**src/core/serial_mode2_cfg.svh**
```systemverilog
// constants for the second mode-control and status register of the serial channel
// assumes inclusion by bare name from the package and the design modules
`ifndef SERIAL_MODE2_CFG_SVH
`define SERIAL_MODE2_CFG_SVH

// register map (word addresses on the plain register port)
`define ADDR_MODE2        8'h00
`define ADDR_IRQ_STATUS   8'h04
`define ADDR_IRQ_MASK     8'h08
`define ADDR_CTRL         8'h0c
`define ADDR_ERROR        8'h10
`define ADDR_TXDATA       8'h14
`define ADDR_RXDATA       8'h18

// mode2 field positions
`define BIT_TBEMP         7
`define BIT_RBFLL         6
`define BIT_TXRUN         5
`define BIT_SBLEN         4
`define BIT_ORDER         3
`define BIT_WBUF          2
`define BIT_SOFT_RESET_FIELD_HI      1
`define BIT_SOFT_RESET_FIELD_LO      0

// control register field positions
`define BIT_RXE           0
`define BIT_TXE           1
`define BIT_IOMODE        2
`define BIT_SCLKOUT       3

// interrupt status bits
`define IRQ_TXEMPTY       0
`define IRQ_RXFULL        1
`define IRQ_OVERRUN       2
`define IRQ_FRAMING       3

// soft reset codes
`define SOFT_RESET_FIELD_ARM         2'b10
`define SOFT_RESET_FIELD_FIRE        2'b01

// reset values
`define MODE2_RESET       8'h80

// timing: delay from recognition to execution, and bit period in clocks
`define SOFT_RESET_FIELD_DELAY_CYC   2
`define BAUD_DIV          16'd16

`endif

```
**src/core/serial_mode2_pkg.sv**
```systemverilog
// types shared by the serial mode2 block and its shifter
// assumes the cfg header sits in the include path
package serial_mode2_pkg;
   `include "serial_mode2_cfg.svh"

   typedef enum logic [2:0] {TX_IDLE, TX_START, TX_DATA, TX_STOP1, TX_STOP2} txState_t;
   typedef enum logic [1:0] {RX_IDLE, RX_START, RX_DATA, RX_STOP} rxState_t;
   typedef logic [7:0] byte_t;
endpackage

```
**src/core/serial_rx_shift.sv**
```systemverilog
// uart / clocked-io receive shifter with a single stop-bit check
// assumes rxd and sclk are already synchronised to mclk by the caller
`timescale 1ns/1ps
`default_nettype none
`include "serial_mode2_cfg.svh"

module serial_rx_shift
(
   // clock and reset
   input  wire logic                   mclk,
   input  wire logic                   rstn,
   input  wire logic                   clear,
   // configuration
   input  wire logic                   enable,
   input  wire logic                   ioMode,
   input  wire logic                   msbFirst,
   // line samples
   input  wire logic                   rxdSync,
   input  wire logic                   sclkRise,
   // result
   output logic                        wordDone,
   output logic                        frameErr,
   output serial_mode2_pkg::byte_t     wordOut
);
   import serial_mode2_pkg::*;

   rxState_t    state_reg;
   logic [15:0] baud_reg;
   logic [2:0]  bit_reg;
   byte_t       shift_reg;

   // uart samples mid-bit, io mode samples on the link clock rising edge
   wire tick       = ioMode ? sclkRise : (baud_reg == 16'd0);
   wire halfPoint  = (baud_reg == (`BAUD_DIV >> 1));
   wire [7:0] shin = msbFirst ? {shift_reg[6:0], rxdSync} : {rxdSync, shift_reg[7:1]};

   // receive sequencer
   always_ff @(posedge mclk)
   begin
      wordDone <= 1'b0;
      frameErr <= 1'b0;
      if (!rstn || clear || !enable)
      begin
         state_reg <= RX_IDLE;
         baud_reg  <= 16'd0;
         bit_reg   <= 3'd0;
         shift_reg <= 8'h00;
         if (!rstn) wordOut <= 8'h00;
      end
      else
      begin
         baud_reg <= (baud_reg == 16'd0) ? `BAUD_DIV - 16'd1 : baud_reg - 16'd1;
         case (state_reg)
            RX_IDLE:
               if (ioMode)
               begin
                  if (sclkRise)
                  begin
                     shift_reg <= shin;
                     bit_reg   <= 3'd1;
                     state_reg <= RX_DATA;
                  end
               end
               else if (!rxdSync)
               begin
                  baud_reg  <= `BAUD_DIV - 16'd1;
                  state_reg <= RX_START;
               end
            RX_START:
               if (halfPoint)
               begin
                  baud_reg  <= `BAUD_DIV - 16'd1;
                  state_reg <= rxdSync ? RX_IDLE : RX_DATA;
                  bit_reg   <= 3'd0;
               end
            RX_DATA:
               if (tick)
               begin
                  shift_reg <= shin;
                  bit_reg   <= bit_reg + 3'd1;
                  if (bit_reg == 3'd7)
                  begin
                     if (ioMode)
                     begin
                        wordOut   <= shin;
                        wordDone  <= 1'b1;
                        state_reg <= RX_IDLE;
                     end
                     else
                        state_reg <= RX_STOP;
                  end
               end
            RX_STOP:
               if (tick)
               begin
                  wordOut   <= shift_reg;
                  wordDone  <= 1'b1;
                  frameErr  <= !rxdSync;
                  state_reg <= RX_IDLE;
               end
            default: state_reg <= RX_IDLE;
         endcase
      end
   end
endmodule

`default_nettype wire

```
**src/core/serial_mode2_status_control.sv**
```systemverilog
// serial channel mode2 register: buffer status, stop length, bit order,
// double buffering and the two-write software reset, with a small tx/rx path
// assumes a plain register port on mclk; rxd and sclk pins are asynchronous
//
// Overview of operation
// - tx empty flag sets once buffer moves into shift register
// - writing new tx data clears the tx empty flag
// - empty and full flags meaningless while double buffering is off
// - rx full flag sets when a received word moves into buffer
// - reading the mode2 register clears the rx full flag
// - tx run flag is high while sending, low when stopped
// - uart transmit sends one stop bit, or two when stop length set
// - receiver checks only one stop bit regardless of stop length
// - io mode shifts lsb first at order 0, msb first at 1
// - double-buffer bit selects buffering for io tx, io rx out, uart tx
// - uart rx and io rx on external clock are always double buffered
// - writing 10 then 01 to the reset field triggers soft reset
// - soft reset clears enables, rx full, tx run and error flags, and sets tx empty
// - soft reset executes two clocks after the sequence is recognised
//
// The strobed register port and the placing of the registers were left to the implementer.
`timescale 1ns/1ps
`default_nettype none
`include "serial_mode2_cfg.svh"

module serial_mode2_status_control
(
   // clock and reset
   input  wire logic                   mclk,
   input  wire logic                   rstn,
   // register port
   input  wire logic [7:0]             regAddr,
   input  wire logic [31:0]            regWdata,
   input  wire logic                   regWrite,
   input  wire logic                   regRead,
   output logic [31:0]                 regRdata,
   // serial link pins
   input  wire logic                   rxdPin,
   input  wire logic                   sclkPin,
   output logic                        txdPin,
   output logic                        sclkOut,
   output logic                        sclkOutEnN,
   // interrupt
   output logic                        irq
);
   import serial_mode2_pkg::*;

   // ==========================================================
   // register state
   logic        sblen_reg, order_reg, wbuf_reg;
   logic [1:0]  soft_reset_field_reg;
   logic        armed_reg;
   logic [1:0]  rstDelay_reg;
   logic        rxe_reg, txe_reg, ioMode_reg, sclkOutSel_reg;
   logic        tbemp_reg, rbfll_reg, txrun_reg;
   logic        oerr_reg, perr_reg, ferr_reg;
   logic [3:0]  irqStat_reg, irqMask_reg;
   byte_t       txBuf_reg, rxBuf_reg;
   logic        txBufValid_reg;

   // ==========================================================
   // pin synchronisers: first stage read only by second stage
   logic rxdMeta_reg, rxdSync_reg, sclkMeta_reg, sclkSync_reg, sclkPrev_reg;
   always_ff @(posedge mclk)
   begin
      if (!rstn)
      begin
         rxdMeta_reg  <= 1'b1;
         rxdSync_reg  <= 1'b1;
         sclkMeta_reg <= 1'b1;
         sclkSync_reg <= 1'b1;
         sclkPrev_reg <= 1'b1;
      end
      else
      begin
         rxdMeta_reg  <= rxdPin;
         rxdSync_reg  <= rxdMeta_reg;
         sclkMeta_reg <= sclkPin;
         sclkSync_reg <= sclkMeta_reg;
         sclkPrev_reg <= sclkSync_reg;
      end
   end
   wire extRise = sclkSync_reg & ~sclkPrev_reg;

   // ==========================================================
   // address decode
   function automatic logic hit(input logic [7:0] a, input logic [7:0] b);
      hit = (a == b);
   endfunction
   wire wrMode2  = regWrite & hit(regAddr, `ADDR_MODE2);
   wire wrStat   = regWrite & hit(regAddr, `ADDR_IRQ_STATUS);
   wire wrMask   = regWrite & hit(regAddr, `ADDR_IRQ_MASK);
   wire wrCtrl   = regWrite & hit(regAddr, `ADDR_CTRL);
   wire wrTx     = regWrite & hit(regAddr, `ADDR_TXDATA);
   wire rdMode2  = regRead  & hit(regAddr, `ADDR_MODE2);
   wire rdRx     = regRead  & hit(regAddr, `ADDR_RXDATA);

   // ==========================================================
   // soft reset recognition and delay
   wire [1:0] newRst = regWdata[`BIT_SOFT_RESET_FIELD_HI:`BIT_SOFT_RESET_FIELD_LO];
   wire swFire = wrMode2 & armed_reg & (newRst == `SOFT_RESET_FIELD_FIRE);
   wire swExec = (rstDelay_reg == 2'd1);
   always_ff @(posedge mclk)
   begin
      if (!rstn)
      begin
         armed_reg    <= 1'b0;
         rstDelay_reg <= 2'd0;
      end
      else
      begin
         if (wrMode2)
            armed_reg <= (newRst == `SOFT_RESET_FIELD_ARM);
         if (swFire)
            rstDelay_reg <= 2'(`SOFT_RESET_FIELD_DELAY_CYC);
         else if (rstDelay_reg != 2'd0)
            rstDelay_reg <= rstDelay_reg - 2'd1;
      end
   end

   // ==========================================================
   // transmitter
   txState_t    txState_reg;
   logic [15:0] txBaud_reg;
   logic [2:0]  txBit_reg;
   byte_t       txShift_reg;
   logic        sclkDrv_reg;
   wire         txTick  = ioMode_reg ? (sclkOutSel_reg ? (txBaud_reg == 16'd0) & !sclkDrv_reg
                                                       : extRise)
                                     : (txBaud_reg == 16'd0);
   // io bit order; uart uses lsb first as software sets it
   wire         txBitOut = order_reg ? txShift_reg[7] : txShift_reg[0];
   wire byte_t  txShiftNx = order_reg ? {txShift_reg[6:0], 1'b0} : {1'b0, txShift_reg[7:1]};
   wire         txLoad  = (txState_reg == TX_IDLE) & txe_reg & txBufValid_reg;
   wire         txEnd   = txTick & ((txState_reg == TX_STOP2) |
                          (txState_reg == TX_STOP1 & !sblen_reg) |
                          (txState_reg == TX_DATA & ioMode_reg & txBit_reg == 3'd7));
   // single buffer refuses new data while shifting
   wire         txAccept = wrTx & (wbuf_reg | (txState_reg == TX_IDLE)) & !txBufValid_reg;

   // tx sequencer
   always_ff @(posedge mclk)
   begin
      if (!rstn || swExec)
      begin
         txState_reg <= TX_IDLE;
         txBaud_reg  <= 16'd0;
         txBit_reg   <= 3'd0;
         txShift_reg <= 8'h00;
         txdPin      <= 1'b1;
         sclkDrv_reg <= 1'b1;
      end
      else
      begin
         txBaud_reg <= (txBaud_reg == 16'd0) ? `BAUD_DIV - 16'd1 : txBaud_reg - 16'd1;
         if (ioMode_reg & sclkOutSel_reg & (txBaud_reg == 16'd0) & txState_reg == TX_DATA)
            sclkDrv_reg <= ~sclkDrv_reg;
         case (txState_reg)
            TX_IDLE:
               if (txLoad)
               begin
                  txShift_reg <= txBuf_reg;
                  txBaud_reg  <= `BAUD_DIV - 16'd1;
                  txState_reg <= ioMode_reg ? TX_DATA : TX_START;
                  txBit_reg   <= 3'd0;
                  if (ioMode_reg)
                     txdPin <= order_reg ? txBuf_reg[7] : txBuf_reg[0];
                  else
                     txdPin <= 1'b0;
               end
            TX_START:
               if (txTick)
               begin
                  txdPin      <= txBitOut;
                  txState_reg <= TX_DATA;
               end
            TX_DATA:
               if (txTick)
               begin
                  txShift_reg <= txShiftNx;
                  txBit_reg   <= txBit_reg + 3'd1;
                  if (txBit_reg == 3'd7)
                  begin
                     txdPin      <= 1'b1;
                     txState_reg <= ioMode_reg ? TX_IDLE : TX_STOP1;
                  end
                  else
                     txdPin <= order_reg ? txShift_reg[6] : txShift_reg[1];
               end
            TX_STOP1:
               if (txTick)
                  txState_reg <= sblen_reg ? TX_STOP2 : TX_IDLE;
            TX_STOP2:
               if (txTick)
                  txState_reg <= TX_IDLE;
            default: txState_reg <= TX_IDLE;
         endcase
      end
   end
   assign sclkOut    = sclkDrv_reg;
   assign sclkOutEnN = ~(ioMode_reg & sclkOutSel_reg);

   // ==========================================================
   // receiver
   logic  rxDone, rxFerr;
   byte_t rxWord;
   serial_rx_shift uRx
   (
      .mclk     (mclk),
      .rstn     (rstn),
      .clear    (swExec),
      .enable   (rxe_reg),
      .ioMode   (ioMode_reg),
      .msbFirst (order_reg),
      .rxdSync  (rxdSync_reg),
      .sclkRise (sclkOutSel_reg ? (txTick & !sclkDrv_reg) : extRise),
      .wordDone (rxDone),
      .frameErr (rxFerr),
      .wordOut  (rxWord)
   );
   // rx path always buffered except io with internal clock and no wbuf
   wire rxSingle = ioMode_reg & sclkOutSel_reg & !wbuf_reg;
   wire rxOver   = rxDone & rbfll_reg & !rdRx & !rxSingle;

   // ==========================================================
   // buffers and status flags; hardware set wins over clear
   always_ff @(posedge mclk)
   begin
      if (!rstn || swExec)
      begin
         tbemp_reg <= 1'b1;
         rbfll_reg <= 1'b0;
         txrun_reg <= 1'b0;
         oerr_reg  <= 1'b0;
         perr_reg  <= 1'b0;
         ferr_reg  <= 1'b0;
         txBufValid_reg <= 1'b0;
         if (!rstn)
         begin
            txBuf_reg <= 8'h00;
            rxBuf_reg <= 8'h00;
         end
      end
      else
      begin
         if (txAccept)
         begin
            txBuf_reg      <= regWdata[7:0];
            txBufValid_reg <= 1'b1;
            tbemp_reg      <= 1'b0;
         end
         else if (txLoad)
         begin
            txBufValid_reg <= 1'b0;
            tbemp_reg      <= 1'b1;
         end
         txrun_reg <= (txState_reg != TX_IDLE & !txEnd) | txLoad;
         // word arrives; read clears unless a word lands now
         if (rxDone)
         begin
            rxBuf_reg <= rxWord;
            rbfll_reg <= 1'b1;
         end
         else if (rdMode2)
            rbfll_reg <= 1'b0;
         if (rxOver)
            oerr_reg <= 1'b1;
         if (rxDone & rxFerr)
            ferr_reg <= 1'b1;
      end
   end

   // ==========================================================
   // configuration registers
   always_ff @(posedge mclk)
   begin
      if (!rstn)
      begin
         sblen_reg <= 1'b0;
         order_reg <= 1'b0;
         wbuf_reg  <= 1'b0;
         soft_reset_field_reg <= 2'b00;
         ioMode_reg     <= 1'b0;
         sclkOutSel_reg <= 1'b0;
      end
      else
      begin
         if (wrMode2)
         begin
            sblen_reg <= regWdata[`BIT_SBLEN];
            order_reg <= regWdata[`BIT_ORDER];
            wbuf_reg  <= regWdata[`BIT_WBUF];
            soft_reset_field_reg <= newRst;
         end
         if (wrCtrl)
         begin
            ioMode_reg     <= regWdata[`BIT_IOMODE];
            sclkOutSel_reg <= regWdata[`BIT_SCLKOUT];
         end
      end
   end

   // enables cleared by soft reset as well
   always_ff @(posedge mclk)
   begin
      if (!rstn || swExec)
      begin
         rxe_reg <= 1'b0;
         txe_reg <= 1'b0;
      end
      else if (wrCtrl)
      begin
         rxe_reg <= regWdata[`BIT_RXE];
         txe_reg <= regWdata[`BIT_TXE];
      end
   end

   // ==========================================================
   // interrupts: sticky, write one to clear, event wins
   wire [3:0] irqEvt = {rxDone & rxFerr, rxOver, rxDone, txLoad};
   always_ff @(posedge mclk)
   begin
      if (!rstn)
      begin
         irqStat_reg <= 4'h0;
         irqMask_reg <= 4'h0;
      end
      else
      begin
         irqStat_reg <= (irqStat_reg & ~(wrStat ? regWdata[3:0] : 4'h0)) | irqEvt;
         if (wrMask)
            irqMask_reg <= regWdata[3:0];
      end
   end
   assign irq = |(irqStat_reg & irqMask_reg);

   // ==========================================================
   // read mux, data one cycle after the strobe; unmapped reads zero
   // shown unbuffered too
   wire [7:0] mode2Val = {tbemp_reg, rbfll_reg, txrun_reg, sblen_reg,
                          order_reg, wbuf_reg, soft_reset_field_reg};
   wire [31:0] rdMux =
      hit(regAddr, `ADDR_MODE2)      ? {24'h000000, mode2Val} :
      hit(regAddr, `ADDR_IRQ_STATUS) ? {28'h0000000, irqStat_reg} :
      hit(regAddr, `ADDR_IRQ_MASK)   ? {28'h0000000, irqMask_reg} :
      hit(regAddr, `ADDR_CTRL)       ? {28'h0000000, sclkOutSel_reg, ioMode_reg,
                                        txe_reg, rxe_reg} :
      hit(regAddr, `ADDR_ERROR)      ? {29'h00000000, ferr_reg, perr_reg, oerr_reg} :
      hit(regAddr, `ADDR_RXDATA)     ? {24'h000000, rxBuf_reg} : 32'h00000000;
   always_ff @(posedge mclk)
   begin
      if (!rstn)
         regRdata <= 32'h00000000;
      else
         regRdata <= regRead ? rdMux : 32'h00000000;
   end
endmodule

`default_nettype wire

```
**config.mk**
```make
export PLATFORM = sky130hd
export DESIGN_NAME = serial_mode2_status_control
export DESIGN_NICKNAME = d
export VERILOG_FILES = /design/src/core/serial_mode2_pkg.sv /design/src/core/serial_rx_shift.sv /design/src/core/serial_mode2_status_control.sv
export VERILOG_INCLUDE_DIRS = /design/src /design/src/core
export SDC_FILE = /design/constraint.sdc
export NUM_CORES = 1
export LEC_CHECK = 0
export BUFFER_PORTS_ARGS = -buffer_cell sky130_fd_sc_hd__buf_2
export CAP_MARGIN = 30
export CORE_UTILIZATION = 58
export DETAILED_ROUTE_END_ITERATION = 12
export GPL_ROUTABILITY_DRIVEN = 0
export PLACE_DENSITY = 0.86
export SLEW_MARGIN = 20
export SYNTH_ARGS = -nofsm -noshare
export SYNTH_HDL_FRONTEND = slang
export SYNTH_SLANG_ARGS = --single-unit
```
**constraint.sdc**
```tcl
create_clock -name mclk -period 3.7 [get_ports mclk]
set_input_delay 0.925 -clock mclk [delete_from_list [all_inputs] [get_ports mclk]]
set_output_delay 0.925 -clock mclk [all_outputs]
set_load 0.005 [all_outputs]
```
==> flow_metrics.tcl, run 1 <==
set metrics [dict create \
    yosys_warnings 0 \
    hold_path.class "flip-flop to flip-flop" \
    worst_path_largest_cell_delay_ns 0.64 \
    synth_edf_count 24 \
    worstPathMaxFanout 8 \
    post-cts-setup-buffers 0 \
    path_class "flip-flop to flip-flop" \
    p_comb_share_pct 16.3 \
    tightest_slew_ns 0.8745 \
    crit_path_top_delay_cell "o41ai_4" \
    grt_max_degree 42 \
    seqPwrFrac_pct 43.2 \
    start_util_pct 59.65 \
    period_needed_ns 3.124 \
    port_buffers 33 \
    cp.arrival_ns 3.35 \
    rr_worst_depth 6 \
    slew_violations 0 \
    status "finished clean" \
    grt_pass1_vias 4782 \
    cts_buffers 17 \
    die_w_um 105.0 \
    post_cts_resized 0 \
    synth.cells.most_frequent "dfxtp_1, nor2_1, nand2_1, a21oi_1, clkbuf_1" \
    synth_cell_type_count 58 \
    path_buf_inv 1 \
    p_leak_nw 2.758 \
    numClockSinks 126 \
    post_drt_wl_per_cell_um 16.03 \
    critPathLaunchType "flip-flop" \
    grt_pass1_wl_mm 22.38 \
    antenna_found_initial 0 \
    ys.flop_type "dfxtp_1" \
    holdWs_ns 0.4041 \
    peakVddDrop_uv 277.3 \
    relSlewSlack_pct 41.44 \
    hold-path-cell-count 1 \
    fin_skew_ns 0.008377 \
    crit_required_ns 3.92 \
    dp_slack_ns 0.6147 \
    cp_num_cells 6 \
    synth_top_area_cell "dfxtp_1" \
    ys_async_sr_fraction_pct 0 \
    grt_use_total_pct 25.31 \
    hpwl_mm 9.185 \
    setup_viol 0 \
    routed_wl_mm 13.52 \
    num-fill-cells 757 \
    crit_family "simple AND/OR/NAND/NOR gates" \
    holdBufCountCts 0 \
    synth_cells 672 \
    synth.avg_cell_area_um2 9.164 \
    switchingPower_mw 1.020 \
    power_frac_clock_pct 40.4 \
    seq_area_um2 2763 \
    min_from "rxdMeta_reg$_SDFF_PN1_" \
    rows 37 \
    antenna_left 0 \
    r2r-start "txBaud_reg[10]$_SDFF_PP0_" \
    drt_iter0_drc 372 \
    p_sw_share_pct 28.12 \
    crit_top_cell "o21ai_0" \
    post-route-util_pct 66.49 \
    clk_pin_slew_ns 0.06 \
    fin_area_um2 6864 \
    die-area_um2 11030 \
    pin_count 82 \
    ys_ff_latch 126 \
    n_antenna_cell 0 \
    final_cell_count_no_fill 843 \
    p_per_area_nw_per_um2 528.5 \
    synth_top_cell_area_share_pct 33.16 \
    placed_cells 810 \
    fin_crit_sh_pct 84.44 \
    max_freq_mhz 320.1 \
    clk_latency_ns 0.51 \
    worst_slack_ns 0.5758 \
    fin_nets 751 \
    ys_seq_area_share_pct 44.86 \
    syn_to_final_growth_pct 11.46 \
    viasPerCell 5.956 \
    end_kind "flip-flop" \
    cts-root-buf "clkbuf_8" \
    yosys-top-cells-area "dfxtp_1, edfxtp_1, mux2i_1" \
    yosysMostFrequentCell "dfxtp_1" \
    route.detailed.drc 0 \
    h-tree-depth 4 \
    core-area_um2 10320 \
    vias 5021 \
    total_power_mw 3.628 \
    multiInputGateArea_um2 3097 \
    cp-startpoint "txBaud_reg[10]$_SDFF_PP0_" \
    dpl-instance-area_um2 6326 \
    clock_path_buffers 2 \
    drive_gt1_share_pct 12.59 \
    grt_overflow 0 \
    p_int_mw 2.608 \
    netlist_area_um2 6158 \
    dr.pass1.iters 5 \
    cts_tree "yes" \
    drv_cap 0 \
    rsz0062_at_grt "no" \
    fin_tns_setup_ns 0 \
    hold_viol_final 0 \
    die_h_um 105.0 \
    cp_cell_sequence "or4_4, or4b_1, o41ai_4, o21ai_0, o21ai_0, buf_4" \
]
## worst paths after layout
check / to / slack (ns)
setup / recovery: uRx.wordOut[1]$_SDFFCE_PN0P_ / 0.58
hold / removal: rxdSync_reg$_SDFF_PN1_ / 0.40
setup reg to reg: uRx.wordOut[1]$_SDFFCE_PN0P_ / 0.58
hold reg to reg: rxdSync_reg$_SDFF_PN1_ / 0.40
## cell usage in the layout (no fill, tap or decap), drive strengths merged, types with 4 or more instances in the layout
cell type    n
a32oi        6
and3        19
a221oi       4
xnor2       20
mux2i       33
a21oi       39
or4          7
inv         19
nand2       49
o21ai       12
mux2         8
xor2         8
o21a         9
o211ai      15
a22oi        6
ha          11
nand2b      21
nor2        73
nor2b       10
nand4        5
nand3       18
edfxtp      24
conb        24
dfxtp      102
clkinv       6
or3         11
buf         43
o221ai       4
clkbuf      23
a21boi      10
nor3        18
nor4        11
## cells by family (layout without fill, tap and decap cells)
kind of cell,after synthesis,count (layout),synth area share (%)
AO/OA/AOI/OAI,127,127,14.51
multiplexers,41,41,6.827
buffers and inverters,80,92,6.359
other,1,24,0.06089
XOR/XNOR,28,28,3.982
AND/OR/NAND/NOR,258,258,21.17
flip-flops,126,126,44.86
adder cells (fa/ha/maj),11,11,2.235
## worst register-to-register path: stages (launching register included)
cell and delay (ns):
dfxtp_1 0.34, or4_4 0.56, or4b_1 0.63, o41ai_4 0.65, o21ai_0 0.26, o21ai_0 0.21, buf_4 0.19
## per-layer routing
layer	part of all wire [%]	GRT usage [%]
met5	0	0
met2	48	42.34
met1	43	31.56
met3	7.6	4.991
met4	2.0	11.37
## layout make-up
type / count / area share (%)
clock buffer: 23 / 6.817
clock inverter: 9 / 0.8567
inverter: 17 / 0.9296
multi-input combinational: 489 / 45.11
sequential: 126 / 40.25
tap: 136 / 2.479
timing repair buffer: 43 / 3.555
## power by group through the flow
stage | sequential, mW | clock, mW | combinational, mW
after floorplan | 1.57 | 0 | 0.496
after global placement | 1.58 | 0 | 0.548
after detailed placement | 1.59 | 0 | 0.575
after CTS | 1.57 | 1.48 | 0.584
after global routing | 1.58 | 1.54 | 0.655
final | 1.57 | 1.47 | 0.592
Note: power is estimated with default switching activity, not from simulation.
==> run 2: changes to the inputs <==
--- a/config.mk
+++ b/config.mk
@@ -8,10 +8,10 @@
 export LEC_CHECK = 0
 export BUFFER_PORTS_ARGS = -buffer_cell sky130_fd_sc_hd__buf_2
 export CAP_MARGIN = 30
-export CORE_UTILIZATION = 58
+export CORE_UTILIZATION = 52
 export DETAILED_ROUTE_END_ITERATION = 12
 export GPL_ROUTABILITY_DRIVEN = 0
-export PLACE_DENSITY = 0.86
+export PLACE_DENSITY = 0.82
 export SLEW_MARGIN = 20
 export SYNTH_ARGS = -nofsm -noshare
 export SYNTH_HDL_FRONTEND = slang
==> constraint.sdc (replaced) <==
create_clock -name mclk -period 2.55 [get_ports mclk]
set_input_delay 0.6375 -clock mclk [delete_from_list [all_inputs] [get_ports mclk]]
set_output_delay 0.6375 -clock mclk [all_outputs]
set_load 0.005 [all_outputs]
==> run 2 against run 1 <==
  * Sequential share of layout area is 1.1 points lower
  * Global-route usage is 1.4 points lower
  * Die area is 11% higher
  * Clock-buffer cell count is 3 higher
  * Worst setup slack worse by 0.50 ns
  * Non-clock buffer count is 18 higher
  * Wire length is 4.6% higher
  * Highest routed layer unchanged
  * Via count is 1.6% higher
  * Combinational power is 65% higher
  * Fmax is 26% higher
==> flow_metrics.tcl, run 2 (synthesis gave the netlist of run 1 again) <==
set metrics [dict create \
    cp.arrival_ns 2.77 \
    hpwl_mm 9.851 \
    crit_required_ns 2.85 \
    status "finished clean" \
    power_frac_clock_pct 41.0 \
    grt_overflow 0 \
    peakVddDrop_uv 559.4 \
    fin_skew_ns 0.008630 \
    start_util_pct 53.70 \
    drt_iter0_drc 435 \
    clk_pin_slew_ns 0.05 \
    max_freq_mhz 404.3 \
    end_kind "flip-flop" \
    clock_path_buffers 2 \
    antenna_found_initial 0 \
    cts_buffers 17 \
    rr_worst_depth 6 \
    n_antenna_cell 0 \
    core-area_um2 11470 \
    hold_viol_final 0 \
    critPathLaunchType "flip-flop" \
    grt_pass1_vias 5003 \
    viasPerCell 5.879 \
    die-area_um2 12280 \
    tightest_slew_ns 0.6246 \
    rsz0062_at_grt "no" \
    grt_max_degree 28 \
    setup_viol 0 \
    worst_slack_ns 0.07685 \
    top_usage_layer "met2" \
    slew_violations 0 \
    layout_common_cells "dfxtp_1, nor2_1, nand2_1" \
    p_comb_share_pct 17.8 \
    grt_use_total_pct 23.92 \
    seqPwrFrac_pct 41.2 \
    h-tree-depth 4 \
    switchingPower_mw 1.458 \
    numClockSinks 126 \
    port_buffers 33 \
    fin_crit_sh_pct 96.99 \
    fin_nets 769 \
    die_h_um 110.8 \
    dp_slack_ns -0.01589 \
    drive_gt1_share_pct 14.90 \
    rows 39 \
    placed_cells 835 \
    p_per_area_nw_per_um2 778.1 \
    antenna_left 0 \
    p_leak_nw 2.852 \
    fin_area_um2 7054 \
    path_class "flip-flop to flip-flop" \
    layout_commonest_cell "dfxtp_1" \
    final_cell_count_no_fill 868 \
    use_met3_pct 5.413 \
    cts_tree "yes" \
    p_int_mw 4.031 \
    dr.pass1.iters 5 \
    drv_cap 0 \
    dpl-instance-area_um2 6474 \
    relSlewSlack_pct 58.36 \
    p_sw_share_pct 26.56 \
    grt_util_met1_pct 27.31 \
    syn_to_final_growth_pct 14.55 \
    post_drt_wl_per_cell_um 16.29 \
    holdBufCountCts 0 \
    pin_count 82 \
    period_needed_ns 2.473 \
    clk_latency_ns 0.42 \
    die_w_um 110.8 \
    route.detailed.drc 0 \
    vias 5103 \
    use_met2_pct 41.16 \
    grt_pass1_wl_mm 23.60 \
    hold-path-cell-count 1 \
    worstPathMaxFanout 5 \
    cts-root-buf "clkbuf_16" \
    hold_path.class "flip-flop to flip-flop" \
    routed_wl_mm 14.14 \
]
-- run 2: changes by cell type in the layout (fill, tap and decap cells not counted), moves of 2 or more --
cell,before,now
buf_4,9,27
o21ai_0,12,9
o21ai_1,0,2
clkinv_4,2,0
inv_4,3,0
clkbuf_8,2,4
-- run 2: stage by stage --
| stage | power, mW | hold WS (ns) | util (%) | setup TNS (ns) |
|---|---|---|---|---|
| finish | 5.489 | 0.4029 | 61.52 | 0 |
| global route | 5.722 | 0.4124 | 61.52 | 0 |
| CTS | 5.493 | 0.3981 | 61.48 | 0 |
| detailed placement | 3.244 | 0.3909 | 56.45 | -0.01682 |
| global placement | 3.201 | 0.3922 | 56.45 | 0 |
| floorplan | 3.001 | 0.3863 | - | -0.7776 |
-- run 2: power groups by stage --
| stage | logic [mW] | clock network [mW] | registers [mW] |
|---|---|---|---|
| CTS | 0.960 | 2.27 | 2.26 |
| detailed placement | 0.944 | 0 | 2.30 |
| finish | 0.976 | 2.25 | 2.26 |
| global route | 1.08 | 2.37 | 2.28 |
| global placement | 0.916 | 0 | 2.29 |
| floorplan | 0.719 | 0 | 2.28 |
-- run 2: worst max-delay path, cell delays in order (launching register included) --
cell      delay, ns
dfxtp_1        0.30
or4_4          0.54
or4b_4         0.53
buf_4          0.18
or3_1          0.40
a221oi_1       0.32
nor3_1         0.09
-- run 2: area by class of cell --
class / instances / area (µm²)
multi-input combinational: 489 / 3104
clock buffer: 26 / 499.2
inverter: 17 / 63.81
timing repair buffer: 61 / 387.9
sequential: 126 / 2763
tap: 143 / 178.9
fill: 927 / 4413
clock inverter: 6 / 57.56
-- run 2: final timing paths --
kind / from / end / slack [ns]
setup / recovery: txBaud_reg[10]$_SDFF_PP0_ / txState_reg[1]$_SDFFE_PP0P_ / 0.08
hold / removal: rxdMeta_reg$_SDFF_PN1_ / rxdSync_reg$_SDFF_PN1_ / 0.40
setup reg to reg: txBaud_reg[10]$_SDFF_PP0_ / txState_reg[1]$_SDFFE_PP0P_ / 0.08
hold reg to reg: rxdMeta_reg$_SDFF_PN1_ / rxdSync_reg$_SDFF_PN1_ / 0.40
-- run 2: timing repair --
item,in CTS,in global routing
buffers inserted,1,0
endpoints found under the hold margin,0,0
resized for setup,0,1
setup endpoints to repair,5,5
-- run 2: routing by layer --
layer  part of all wire, %  wire [µm]
met1                    40       5654
met2                    51       7171
met3                   5.7        807
met4                   3.6        510
met5                     0          0
